--- src/verilog/exec_pkg.sv ---
// shared types and constants for the arithmetic, logic and branch execution unit
package exec_pkg;
    localparam int DATA_W = 8;
    localparam int WORD_W = 16;
    localparam int PC_W = 16;
    // status register bit positions
    localparam int FLAG_C = 0;
    localparam int FLAG_Z = 1;
    localparam int FLAG_N = 2;
    localparam int FLAG_V = 3;
    localparam int FLAG_S = 4;
    localparam int FLAG_H = 5;
    localparam logic [7:0] SREG_RESET = 8'h00;
    localparam logic [7:0] ALL_ONES = 8'hFF;
    // cycle counts per instruction class
    localparam logic [1:0] CYC_ONE = 2'h1;
    localparam logic [1:0] CYC_TWO = 2'h2;
    localparam logic [1:0] CYC_THREE = 2'h3;
    localparam logic [PC_W-1:0] PC_STEP = 16'h0001;

    typedef enum logic [4:0] {
        OP_NOP,
        OP_ADD,
        OP_ADD_CARRY,
        OP_WORD_ADD_IMMEDIATE,
        OP_WORD_SUBTRACT_IMMEDIATE,
        OP_SUBTRACT_IMMEDIATE,
        OP_SUBTRACT_WITH_BORROW,
        OP_SUBTRACT_CONSTANT_WITH_BORROW,
        OP_CONJUNCTION,
        OP_BITWISE_CONJUNCTION_IMMEDIATE,
        OP_DISJUNCTION,
        OP_BITWISE_DISJUNCTION_IMMEDIATE,
        OP_BIT_CLEAR_MASK,
        OP_BIT_SET_MASK,
        OP_TEST_ZERO_MINUS,
        OP_UNSIGNED_PRODUCT,
        OP_SIGNED_PRODUCT,
        OP_MIXED_SIGN_PRODUCT,
        OP_FRACTIONAL_UNSIGNED_PRODUCT,
        OP_FRACTIONAL_SIGNED_PRODUCT,
        OP_FRACTIONAL_MIXED_PRODUCT,
        OP_COMPARE_SKIP_EQUAL,
        OP_COMPARE_IMMEDIATE,
        OP_SKIP_BIT_CLEAR,
        OP_INDIRECT_JUMP,
        OP_INDIRECT_SUBROUTINE_CALL
    } op_t;

    // one instruction as handed over by fetch and register file
    typedef struct packed {
        op_t op;
        logic [DATA_W-1:0] rd;
        logic [DATA_W-1:0] rr;
        logic [WORD_W-1:0] word;
        logic [DATA_W-1:0] imm;
        logic [2:0] bit_sel;
        logic next_is_long;
        logic [PC_W-1:0] pc;
        logic [PC_W-1:0] z_ptr;
    } issue_t;

    typedef struct packed {
        logic byte_we;
        logic [DATA_W-1:0] byte_val;
        logic word_we;
        logic [WORD_W-1:0] word_val;
        logic product_we;
        logic [WORD_W-1:0] product_val;
    } wb_t;

    typedef struct packed {
        logic pc_we;
        logic [PC_W-1:0] pc_val;
        logic push_we;
        logic [PC_W-1:0] push_val;
    } flow_t;
endpackage

--- src/verilog/arith_logic_branch_exec.sv ---
// execution datapath for arithmetic, logic, multiply, skip and indirect flow instructions
`timescale 1ns/10ps
module arith_logic_branch_exec
    import exec_pkg::*;
(
    input wire logic clk,
    input wire logic rst_n,
    input wire logic issue_valid,
    input wire issue_t issue,
    output logic ready,
    output logic done,
    output wb_t wb,
    output flow_t flow,
    output logic [7:0] sreg
);
    typedef enum logic [1:0] {ST_IDLE, ST_BUSY} state_t;

    state_t state_q, state_d;
    logic [1:0] left_q, left_d;
    logic ready_q, ready_d;
    logic done_q, done_d;
    wb_t wb_q, wb_d;
    flow_t flow_q, flow_d;
    logic [7:0] sreg_q, sreg_d;
    wb_t wb_pend_q, wb_pend_d;
    flow_t flow_pend_q, flow_pend_d;
    logic [7:0] sreg_pend_q, sreg_pend_d;

    logic [WORD_W-1:0] prod;
    logic prod_c;
    logic mul_a_s;
    logic mul_b_s;
    logic mul_frac;

    // 8-bit add or subtract with carry in, returns {h, v, c, result}
    function automatic logic [10:0] addsub(input logic [7:0] a, input logic [7:0] b,
                                           input logic cin, input logic sub);
        logic [7:0] bb;
        logic [8:0] s;
        logic [4:0] lo;
        logic c;
        logic h;
        logic v;
        bb = sub ? ~b : b;
        s = {1'b0, a} + {1'b0, bb} + {8'h00, cin ^ sub};
        lo = {1'b0, a[3:0]} + {1'b0, bb[3:0]} + {4'h0, cin ^ sub};
        c = s[8] ^ sub;
        h = lo[4] ^ sub;
        v = (a[7] == bb[7]) && (s[7] != a[7]);
        return {h, v, c, s[7:0]};
    endfunction

    // arithmetic flags: z, c, n, v, h; every other bit keeps its old value
    function automatic logic [7:0] arith_flags(input logic [7:0] old, input logic [10:0] r,
                                               input logic keep_z);
        logic [7:0] f;
        f = old;
        f[FLAG_Z] = (r[7:0] == 8'h00) && keep_z;
        f[FLAG_C] = r[8];
        f[FLAG_N] = r[7];
        f[FLAG_V] = r[9];
        // sign is not affected by byte arithmetic, so a stale sign survives until a word op
        f[FLAG_H] = r[10];
        return f;
    endfunction

    // logic flags: v cleared, z and n from result, others kept
    function automatic logic [7:0] logic_flags(input logic [7:0] old, input logic [7:0] r);
        logic [7:0] f;
        f = old;
        f[FLAG_Z] = (r == 8'h00);
        f[FLAG_N] = r[7];
        f[FLAG_V] = 1'b0;
        // sign left alone: logic ops affect only zero, negative and overflow
        return f;
    endfunction

    product_unit u_product (
        .a(issue.rd),
        .b(issue.rr),
        .a_signed(mul_a_s),
        .b_signed(mul_b_s),
        .fractional(mul_frac),
        .product(prod),
        .carry_out(prod_c)
    );

    always_comb begin
        mul_a_s = (issue.op == OP_SIGNED_PRODUCT) || (issue.op == OP_MIXED_SIGN_PRODUCT)
               || (issue.op == OP_FRACTIONAL_SIGNED_PRODUCT) || (issue.op == OP_FRACTIONAL_MIXED_PRODUCT);
        mul_b_s = (issue.op == OP_SIGNED_PRODUCT) || (issue.op == OP_FRACTIONAL_SIGNED_PRODUCT);
        mul_frac = (issue.op == OP_FRACTIONAL_UNSIGNED_PRODUCT) || (issue.op == OP_FRACTIONAL_SIGNED_PRODUCT)
                || (issue.op == OP_FRACTIONAL_MIXED_PRODUCT);
    end

    always_comb begin
        logic [10:0] r;
        logic [7:0] lr;
        logic [16:0] w;
        logic [WORD_W-1:0] wr;
        logic [1:0] cyc;
        logic skip;
        logic [7:0] f;
        wb_t nwb;
        flow_t nfl;
        r = '0;
        lr = '0;
        w = '0;
        wr = '0;
        cyc = CYC_ONE;
        skip = 1'b0;
        f = sreg_q;
        nwb = '0;
        nfl = '0;
        state_d = state_q;
        left_d = left_q;
        ready_d = ready_q;
        done_d = 1'b0;
        wb_d = '0;
        flow_d = '0;
        sreg_d = sreg_q;
        wb_pend_d = wb_pend_q;
        flow_pend_d = flow_pend_q;
        sreg_pend_d = sreg_pend_q;
        unique case (state_q)
            ST_IDLE: begin
                ready_d = 1'b1;
                if (issue_valid && ready_q) begin
                    unique case (issue.op)
                        OP_ADD, OP_ADD_CARRY: begin
                            r = addsub(issue.rd, issue.rr, (issue.op == OP_ADD_CARRY) & sreg_q[FLAG_C], 1'b0);
                            f = arith_flags(sreg_q, r, 1'b1);
                            nwb.byte_we = 1'b1;
                            nwb.byte_val = r[7:0];
                        end
                        OP_SUBTRACT_IMMEDIATE, OP_COMPARE_IMMEDIATE: begin
                            r = addsub(issue.rd, issue.imm, 1'b0, 1'b1);
                            f = arith_flags(sreg_q, r, 1'b1);
                            nwb.byte_we = (issue.op == OP_SUBTRACT_IMMEDIATE);
                            nwb.byte_val = r[7:0];
                        end
                        OP_SUBTRACT_WITH_BORROW, OP_SUBTRACT_CONSTANT_WITH_BORROW: begin
                            lr = (issue.op == OP_SUBTRACT_WITH_BORROW) ? issue.rr : issue.imm;
                            r = addsub(issue.rd, lr, sreg_q[FLAG_C], 1'b1);
                            // zero only stays set if it was already set, so chained bytes compare whole words
                            f = arith_flags(sreg_q, r, sreg_q[FLAG_Z]);
                            nwb.byte_we = 1'b1;
                            nwb.byte_val = r[7:0];
                        end
                        OP_CONJUNCTION, OP_BITWISE_CONJUNCTION_IMMEDIATE, OP_BIT_CLEAR_MASK,
                        OP_TEST_ZERO_MINUS: begin
                            unique case (issue.op)
                                OP_CONJUNCTION: lr = issue.rd & issue.rr;
                                OP_BITWISE_CONJUNCTION_IMMEDIATE: lr = issue.rd & issue.imm;
                                OP_BIT_CLEAR_MASK: lr = issue.rd & (ALL_ONES - issue.imm);
                                default: lr = issue.rd & issue.rd;
                            endcase
                            f = logic_flags(sreg_q, lr);
                            nwb.byte_we = 1'b1;
                            nwb.byte_val = lr;
                        end
                        OP_DISJUNCTION, OP_BITWISE_DISJUNCTION_IMMEDIATE, OP_BIT_SET_MASK: begin
                            lr = issue.rd | ((issue.op == OP_DISJUNCTION) ? issue.rr : issue.imm);
                            f = logic_flags(sreg_q, lr);
                            nwb.byte_we = 1'b1;
                            nwb.byte_val = lr;
                        end
                        OP_WORD_ADD_IMMEDIATE, OP_WORD_SUBTRACT_IMMEDIATE: begin
                            cyc = CYC_TWO;
                            if (issue.op == OP_WORD_ADD_IMMEDIATE) begin
                                w = {1'b0, issue.word} + {11'h000, issue.imm[5:0]};
                                wr = w[15:0];
                                f[FLAG_C] = ~wr[15] & issue.word[15];
                                f[FLAG_V] = ~issue.word[15] & wr[15];
                            end else begin
                                w = {1'b0, issue.word} - {11'h000, issue.imm[5:0]};
                                wr = w[15:0];
                                f[FLAG_C] = wr[15] & ~issue.word[15];
                                f[FLAG_V] = issue.word[15] & ~wr[15];
                            end
                            f[FLAG_Z] = (wr == 16'h0000);
                            f[FLAG_N] = wr[15];
                            f[FLAG_S] = wr[15] ^ f[FLAG_V];
                            nwb.word_we = 1'b1;
                            nwb.word_val = wr;
                        end
                        OP_UNSIGNED_PRODUCT, OP_SIGNED_PRODUCT, OP_MIXED_SIGN_PRODUCT,
                        OP_FRACTIONAL_UNSIGNED_PRODUCT, OP_FRACTIONAL_SIGNED_PRODUCT,
                        OP_FRACTIONAL_MIXED_PRODUCT: begin
                            cyc = CYC_TWO;
                            f[FLAG_C] = prod_c;
                            f[FLAG_Z] = (prod == 16'h0000);
                            nwb.product_we = 1'b1;
                            nwb.product_val = prod;
                        end
                        OP_COMPARE_SKIP_EQUAL, OP_SKIP_BIT_CLEAR: begin
                            skip = (issue.op == OP_COMPARE_SKIP_EQUAL) ? (issue.rd == issue.rr)
                                 : ~issue.rr[issue.bit_sel];
                            if (skip) begin
                                cyc = issue.next_is_long ? CYC_THREE : CYC_TWO;
                                nfl.pc_we = 1'b1;
                                nfl.pc_val = issue.pc + (issue.next_is_long ? 16'h0003 : 16'h0002);
                            end
                        end
                        OP_INDIRECT_JUMP: begin
                            cyc = CYC_TWO;
                            nfl.pc_we = 1'b1;
                            nfl.pc_val = issue.z_ptr;
                        end
                        OP_INDIRECT_SUBROUTINE_CALL: begin
                            cyc = CYC_THREE;
                            nfl.pc_we = 1'b1;
                            nfl.pc_val = issue.z_ptr;
                            nfl.push_we = 1'b1;
                            nfl.push_val = issue.pc + PC_STEP;
                        end
                        default: begin
                        end
                    endcase
                    if (cyc == CYC_ONE) begin
                        done_d = 1'b1;
                        wb_d = nwb;
                        flow_d = nfl;
                        sreg_d = f;
                    end else begin
                        // results are held until the last cycle so completion is one coherent event
                        state_d = ST_BUSY;
                        left_d = cyc - CYC_TWO;
                        ready_d = 1'b0;
                        wb_pend_d = nwb;
                        flow_pend_d = nfl;
                        sreg_pend_d = f;
                    end
                end
            end
            ST_BUSY: begin
                if (left_q == 2'h0) begin
                    state_d = ST_IDLE;
                    ready_d = 1'b1;
                    done_d = 1'b1;
                    wb_d = wb_pend_q;
                    flow_d = flow_pend_q;
                    sreg_d = sreg_pend_q;
                end else begin
                    left_d = left_q - 2'h1;
                end
            end
            default: begin
                state_d = ST_IDLE;
            end
        endcase
    end

    always_ff @(posedge clk or negedge rst_n) begin
        if (!rst_n) begin
            state_q <= ST_IDLE;
            left_q <= 2'h0;
            ready_q <= 1'b0;
            done_q <= 1'b0;
            wb_q <= '0;
            flow_q <= '0;
            sreg_q <= SREG_RESET;
            wb_pend_q <= '0;
            flow_pend_q <= '0;
            sreg_pend_q <= SREG_RESET;
        end else begin
            state_q <= state_d;
            left_q <= left_d;
            ready_q <= ready_d;
            done_q <= done_d;
            wb_q <= wb_d;
            flow_q <= flow_d;
            sreg_q <= sreg_d;
            wb_pend_q <= wb_pend_d;
            flow_pend_q <= flow_pend_d;
            sreg_pend_q <= sreg_pend_d;
        end
    end

    assign ready = ready_q;
    assign done = done_q;
    assign wb = wb_q;
    assign flow = flow_q;
    assign sreg = sreg_q;
endmodule

--- src/verilog/product_unit.sv ---
// 8x8 multiplier with signed, unsigned and mixed operand modes and fractional shift
`timescale 1ns/10ps
module product_unit
    import exec_pkg::*;
(
    input wire logic [DATA_W-1:0] a,
    input wire logic [DATA_W-1:0] b,
    input wire logic a_signed,
    input wire logic b_signed,
    input wire logic fractional,
    output logic [WORD_W-1:0] product,
    output logic carry_out
);
    logic signed [17:0] full;
    logic signed [8:0] a_ext;
    logic signed [8:0] b_ext;

    always_comb begin
        a_ext = {a_signed & a[DATA_W-1], a};
        b_ext = {b_signed & b[DATA_W-1], b};
        full = a_ext * b_ext;
        // carry is bit 15 of the raw product, taken before the fractional shift
        carry_out = full[15];
        if (fractional) begin
            product = {full[14:0], 1'b0};
        end else begin
            product = full[15:0];
        end
    end
endmodule

--- config.mk ---
export PLATFORM = sky130hd
export DESIGN_NAME = arith_logic_branch_exec
export DESIGN_NICKNAME = d
export VERILOG_FILES = /design/src/verilog/exec_pkg.sv /design/src/verilog/arith_logic_branch_exec.sv /design/src/verilog/product_unit.sv
export SDC_FILE = /design/constraint.sdc
export NUM_CORES = 1
export LEC_CHECK = 0
export BUFFER_PORTS_ARGS = -buffer_cell sky130_fd_sc_hd__buf_2
export CAP_MARGIN = 20
export CORE_MARGIN = 3
export CORE_UTILIZATION = 25
export CTS_BUF_LIST = sky130_fd_sc_hd__clkbuf_8
export CTS_CLUSTER_DIAMETER = 120
export DETAILED_ROUTE_END_ITERATION = 7
export GPL_TIMING_DRIVEN = 0
export PLACE_DENSITY_LB_ADDON = 0.2
export SYNTH_ARGS = -nofsm -noshare
export SYNTH_HDL_FRONTEND = slang
export SYNTH_HIERARCHICAL = 1
export SYNTH_SLANG_ARGS = --single-unit
--- constraint.sdc ---
create_clock -name clk -period 3.39 [get_ports clk]
set_input_delay 0 -clock clk [delete_from_list [all_inputs] [get_ports clk]]
set_output_delay 0 -clock clk [all_outputs]
set_load 0.01 [all_outputs]
Word level (Yosys, flattened, before mapping). Cells that the tools add are included.

Word-level logic and storage cells: 208. Output and inout bits: 87. Flip-flop bits (word level): 176. Bits of input ports: 84.

Multipliers: 1. Reduce and logical (&&, ||, !) cells: 36. Equality and inequality tests: 39. Magnitude comparators: 1. Muxes and demuxes: 61. $add $sub $neg: 19. Bitwise logic cells: 25.

Operator list (count): two-way mux 43 bit (3); two-way mux 34 bit (3); one-hot mux 43 bit (2 select lines) (1); two-way mux 16 bit (5); two-way mux 17 bit (4); one-hot mux 34 bit (2 select lines) (1); two-way mux 8 bit (8); equality test 5 bit, second input constant (10); one-hot mux 9 bit (5 select lines) (1); equality test 5 x 4 -> 1 bit, second input constant (8); zero test 8 bit (5); one-hot mux 17 bit (2 select lines) (1); AND 8 bit (4); zero test 16 bit (2); adder 8 x 8 -> 9 bit (3); one-hot mux 8 bit (3 select lines) (1); equality test 5 x 3 -> 1 bit, second input constant (4); adder 9 x 1 -> 9 bit (2); two-way mux 2 bit (9); one-hot mux 3 bit (6 select lines) (1); adder 16 x 1 -> 16 bit, second input constant (1); adder 16 x 2 -> 16 bit (1); adder 16 x 6 -> 16 bit (1); multiplier 9 x 9 -> 16 bit (1); other kinds (41) (102).

Depth between registers and ports, before layout.
Depth in word-level cells: 12. Mapped depth: 29. Mapped depth without buffers: 27.

Cells and area by module. The synthesis kept the hierarchy.

By module, submodules not included: arith_logic_branch_exec (sequential area each 4379.2 um^2, cells an instance 1127, area an instance 10447.5 um^2, times used 1); product_unit (sequential area each 0.0 um^2, cells an instance 329, area an instance 2905.3 um^2, times used 1).

Least setup slack after synthesis. No wires, ideal clock.

Path type: input-to-reg. Start point: in issue[76] (netlist name). End point: reg sreg_q[1] (netlist: sreg[1]). Path slack: -2.725 ns. Arrival: 5.988 ns. Data required time: 3.264 ns. Stages: 29. Setup time: 0.126 ns. Cells stage by stage: buf_4 > buf_2 > buf_1 > o21ai_0 > a21oi_1 > and2_1 > nand2_1 > fa_1 > inv_1 > fa_1 > fa_1 > fa_1 > inv_1 > fa_1 > inv_1 > ha_1 > a21oi_1 > o22ai_1 > o41ai_1 > a21oi_1 > xnor2_1 > mux2i_1 > nor4_1 > nand4_1 > o22ai_1 > a211oi_1 > o311ai_2 > nor3_1 > nor3_2.

Longest elaborated chain between the ends: 12.

Ends and longest elaborated chain: start: declaration (RTL line arith_logic_branch_exec.sv:9) `input wire issue_t issue,`; equality test 5 bit (RTL line arith_logic_branch_exec.sv:89) `mul_a_s = (issue.op == OP_SIGNED_PRODUCT) || (issue.op == OP_MIXED_SIGN_PRODUCT)`; logical OR 1 bit (RTL line arith_logic_branch_exec.sv:89); logical OR 1 bit (RTL line arith_logic_branch_exec.sv:90) `|| (issue.op == OP_FRACTIONAL_SIGNED_PRODUCT) || (issue.op == OP_FRACTIONAL_MIXED_PRODUCT);`; logical OR 1 bit (*) (RTL line arith_logic_branch_exec.sv:90); via mul_a_s (RTL line arith_logic_branch_exec.sv:31) `logic mul_a_s;`; AND 1 bit (*) (RTL line product_unit.sv:19) `a_ext = {a_signed & a[DATA_W-1], a};`; multiplier 9 x 9 -> 16 bit (*) (RTL line product_unit.sv:21) `full = a_ext * b_ext;`; two-way mux 16 bit (*) (RTL line product_unit.sv:24) `if (fractional) begin`; via prod[14] (RTL line arith_logic_branch_exec.sv:29) `logic [WORD_W-1:0] prod;`; zero test 16 bit (*) (RTL line arith_logic_branch_exec.sv:192) `f[FLAG_Z] = (prod == 16'h0000);`; one-hot mux 2 bit (7 select lines) (*) (RTL line arith_logic_branch_exec.sv:129) `unique case (issue.op)`; two-way mux 8 bit (*) (RTL line arith_logic_branch_exec.sv:220) `if (cyc == CYC_ONE) begin`; two-way mux 8 bit (*) (RTL line arith_logic_branch_exec.sv:128) `if (issue_valid && ready_q) begin`; one-hot mux 8 bit (2 select lines) (*) (RTL line arith_logic_branch_exec.sv:125) `unique case (state_q)`; end signal: assignment (RTL line arith_logic_branch_exec.sv:273) `sreg_q <= sreg_d;`; end: declaration (RTL line arith_logic_branch_exec.sv:24) `logic [7:0] sreg_q, sreg_d;`.

Mark *: on every way through the listed nets, which the timed path passes. The rest lies on a longest branch. The select of a mux whose other input is x is not followed. A chain may end at the register's enable or synchronous reset.

Worst setup path after layout.
Start point: in issue[80] (netlist name). End point: reg sreg_pend_q[1].

Longest elaborated chain between the ends: 9.

Ends and longest elaborated chain: equality test 5 bit (RTL line arith_logic_branch_exec.sv:89); logical OR 1 bit (RTL line arith_logic_branch_exec.sv:89); logical OR 1 bit (RTL line arith_logic_branch_exec.sv:90); logical OR 1 bit (*) (RTL line arith_logic_branch_exec.sv:90); via mul_a_s (RTL line arith_logic_branch_exec.sv:31); AND 1 bit (*) (RTL line product_unit.sv:19); multiplier 9 x 9 -> 16 bit (*) (RTL line product_unit.sv:21); two-way mux 16 bit (*) (RTL line product_unit.sv:24); via prod[14] (RTL line arith_logic_branch_exec.sv:29); zero test 16 bit (*) (RTL line arith_logic_branch_exec.sv:192); one-hot mux 2 bit (7 select lines) (*) (RTL line arith_logic_branch_exec.sv:129); end signal: assignment (RTL line arith_logic_branch_exec.sv:276) `sreg_pend_q <= sreg_pend_d;`; end: declaration (RTL line arith_logic_branch_exec.sv:27) `logic [7:0] sreg_pend_q, sreg_pend_d;`.

Marked as above.

==> results by group <==
Synth
  • Mapped Avg Cell Area: 9.17 µm²
  • FF+latch count, synth: roughly 180
  • Mapped Area: 13400 µm²
  • Async set-or-reset flop fraction in the synthesized netlist: 1.00
  • Post-synthesis sequential area ratio: 0.328
  • Mapped Cells: between 1000 and 1500
  • Ys flop type: dfrtp_1
  • Cell variety after synth: 88
  • Number of flops mapped to enable cells by yosys: 0
  • Yosys warns: 6
  • Synthesized net count: 1686

Cells and area
  • Layout cells sized above 1: 0.206
  • Area Overhead vs Synth: 26.3%
  • Antenna diodes: 0
  • # fillers: 5586
  • Total Nets Final: 1943

Drt
  • Final wirelength: 47000 µm
  • Drt wl/cell: 19.5 µm
  • Residual DRC: 0
  • Vias per inst: 4.88
  • TritonRoute pass-1 iters: 7
  • Vias: 11800
  • Routed Antenna Nets: 0
  • DRT iter0 DRCs: 771

STA
  • Relative slew margins: 0.383
  • Fmax: 0.176 GHz
  • Setup Viol. Count Final: 12
  • RSZ-0062 raised after global routing: yes
  • Final WS setup: -2.30 ns
  • Fin crit period: 5.69 ns
  • Worst-Margin Slew: ~0.92 ns
  • Pins Over Slew Limit: 0
  • Clock Skew: 0.0219 ns
  • Final hold violations: 0
  • Tcrit/Tclk final: 1.68

Clocking
  • Clk root buf: clkbuf_8
  • H-tree levels: 4
  • Clock Path Buffers: 2
  • CTS tree: yes
  • Clock Sinks: approximately 180
  • Worst-skew pair later-pin latency: 0.49 ns
  • Num CTS Buffers: 17
  • Clock Pin Slew Worst Setup and Hold Paths: between 0.1 and 0.15 ns

Floorplan
  • Die width: ~240 µm
  • Die outline height: 237 µm
  • Core footprint: 52700 µm²
  • Initial core utilization: 0.254
  • Row count: 84
  • IO Count: 171
  • Die ar.: 56200 µm²

Power and ir drop
  • Pleak: about 8.0 nW
  • Worst VDD drop: 0.308 mV
  • Sw Ratio: 0.422
  • Internal power: 4.86 mW
  • Sequential Power Share: 0.299
  • Comb power frac: 0.523
  • Clock Power Share: 0.178
  • PwrDens: 498 nW/µm²
  • Sw Pwr: 3.54 mW
  • Pwr Total: 8.40 mW

Setup path
  • Cell repeated most along the worst path: fa_1
  • Worst Path Arrival: 6.12 ns
  • WP buf/inv: 4
  • WP data required: 3.82 ns
  • Element type at the critical path end: flop
  • Crit path kind: in2reg
  • Crit start category: input pin
  • Slowest CP cell: fa_1
  • Top delay family on crit path: adder cells
  • CP Max Fanout: 4
  • CP max stage delay: around 0.54 ns

Outcome
  • Failing checks: setup timing
  • Status: finished with violations

GRT
  • Largest net degree at the start of global routing: 89
  • Overflow after GRT: 0
  • GRT Util Overall: 0.166
  • Initial antenna violation count: 2
  • Vias in the first global route: 12000
  • Global-route wire length before repair: between 70000 and 80000 µm

Place
  • Dpl hpwl: 36600 µm
  • Post-place setup slack: -3.58 ns
  • GP Congestion: 0.893
  • Port buffer count: 165

Worst hold path
  • Tightest Hold Check Type: in2reg

Job
  • Max Cap Viol: 0
[worst reg2reg max path, cell delays in order, from the launching register on]
cell and delay [ns]:
dfrtp_1 0.51, inv_1 0.14, fa_2 0.39, fa_1 0.41, a21o_1 0.19, a311o_1 0.37
o21ai_1 0.11, xnor2_1 0.14, or3b_2 0.49, nor4_1 0.59, nor3_2 0.10, nor3_2 0.14
[synth_stat cells, drive strengths merged, types with 5 or more instances]
master,number,area (µm²)
and2,53,332
a22oi,18,135
o221ai,5,43.8
nand2,184,691
nor3b,12,100
a21oi,54,274
a211o,5,43.8
mux2,17,191
nor2b,13,81.3
or2,5,31.3
nor3,15,91.3
o22ai,10,88.8
xor2,27,236
inv,117,439
clkbuf,49,184
nand4,14,87.6
ha,76,951
nor4,17,106
xnor2,45,394
and3,77,482
fa,70,1400
nor2,69,275
a221oi,6,52.6
o21a,10,75.1
o211ai,5,37.5
nand3b,6,57.6
o21ai,67,339
nand2b,16,103
or3,7,50.1
dfrtp,175,4380
or3b,7,61.3
buf,27,151
o31ai,39,298
a21o,10,75.1
a211oi,17,133
nand3,48,240
mux2i,16,160
[final cells by class]
cell class | instances | area (µm²) | share of cell area
Clock inverter | 15 | 175 | 0.0104
Multi-Input combinational cell | 1088 | 8660 | 0.513
Timing Repair Buffer | 245 | 1720 | 0.102
Tap cell | 688 | 861 | 0.0510
Inverter | 117 | 444 | 0.0263
Clock buffer | 17 | 234 | 0.0139
Sequential cell | 175 | 4380 | 0.260
Buffer | 69 | 393 | 0.0233
[path summary, 6_finish.rpt]
check | from | end | slack (ns) | depth (start not counted)
setup reg to reg | sreg[0] | sreg[1] | -0.24 | 11
hold reg to reg | flow_pend_q[33] | flow_pend_q[33] | 0.47 | 2
setup / recovery | issue[80] | sreg_pend_q[1] | -2.30 | 28
hold / removal | issue[24] | flow_pend_q[8] | 0.05 | 3
max in group asynchronous | rst_n | sreg[2] | 2.38 | 3
min in group asynchronous | rst_n | flow[7] | 0.13 | 2
[cells in the final DEF (no fill, tap or decap), types with 39 or more instances in the layout]
cell type / n
nand2_1: 180
dfrtp_1: 175
buf_2: 165
inv_1: 109
and3_1: 77
fa_1: 68
ha_1: 67
nor2_1: 65
and2_1: 52
dlygate4sd3_1: 52
a21oi_1: 48
nand3_1: 41
clkbuf_1: 41
xnor2_1: 39
[power groups by stage]
stage / Clock (mW) / Combinational, mW / Sequential [mW]
2_1_floorplan: 0 / 2.50 / 2.53
3_3_place_gp: 0 / 3.65 / 2.55
3_5_place_dp: 0 / 3.66 / 2.56
4_1_cts: 1.55 / 4.20 / 2.52
5_1_grt: 1.62 / 4.87 / 2.55
6_report: 1.49 / 4.39 / 2.52
[per-layer routing]
metal,part of all wire,global-route usage
met1,0.47,0.235
met2,0.47,0.270
met3,0.048,0.0242
met4,0.014,0.0350
met5,0.00053,0
[per-stage QoR]
stage | hold slack, ns | utilization | setup TNS [ns] | area [µm²] | cells
after floorplan | -0.296 | - | -17.10 | 13600 | 1456
final | 0.0493 | 0.320 | -17.59 | 16900 | 2414
after global placement | 0.292 | 0.290 | -145.27 | 15300 | 2309
after CTS | 0.00839 | 0.317 | -17.82 | 16700 | 2410
after detailed placement | 0.0727 | 0.291 | -35.36 | 15300 | 2310
after global routing | 0.0480 | 0.320 | -20.70 | 16900 | 2414
[flip-flops by register name, indices dropped and copies added, names as in the netlist, 2 cells and up]
name,count
flow,34
wb_pend_q,43
sreg,8
flow_pend_q,34
sreg_pend_q,8
left_q,2
wb,43
[repair_timing]
item                                   in CTS  in global routing
gates cloned                                1                  0
setup buffers                              22                  5
endpoints found under the hold margin     126                  0
setup endpoints to repair                  18                 18
hold buffers                               52                  0
pin swaps                                  34                 27
gates resized for setup                    72                 26
[cells by family (layout without fill, tap and decap cells)]
family / Yosys count / in the layout / share of synthesized area
XOR/XNOR: 72 / 72 / 0.0472
AO/OA/AOI/OAI: 281 / 281 / 0.144
multiplexers: 35 / 35 / 0.0297
AND/OR/NAND/NOR: 554 / 554 / 0.217
adder cells (fa/ha/maj): 146 / 146 / 0.176
flip-flops: 175 / 175 / 0.328
buffers and inverters: 193 / 463 / 0.0580
(Power assumes the default switching activity.)
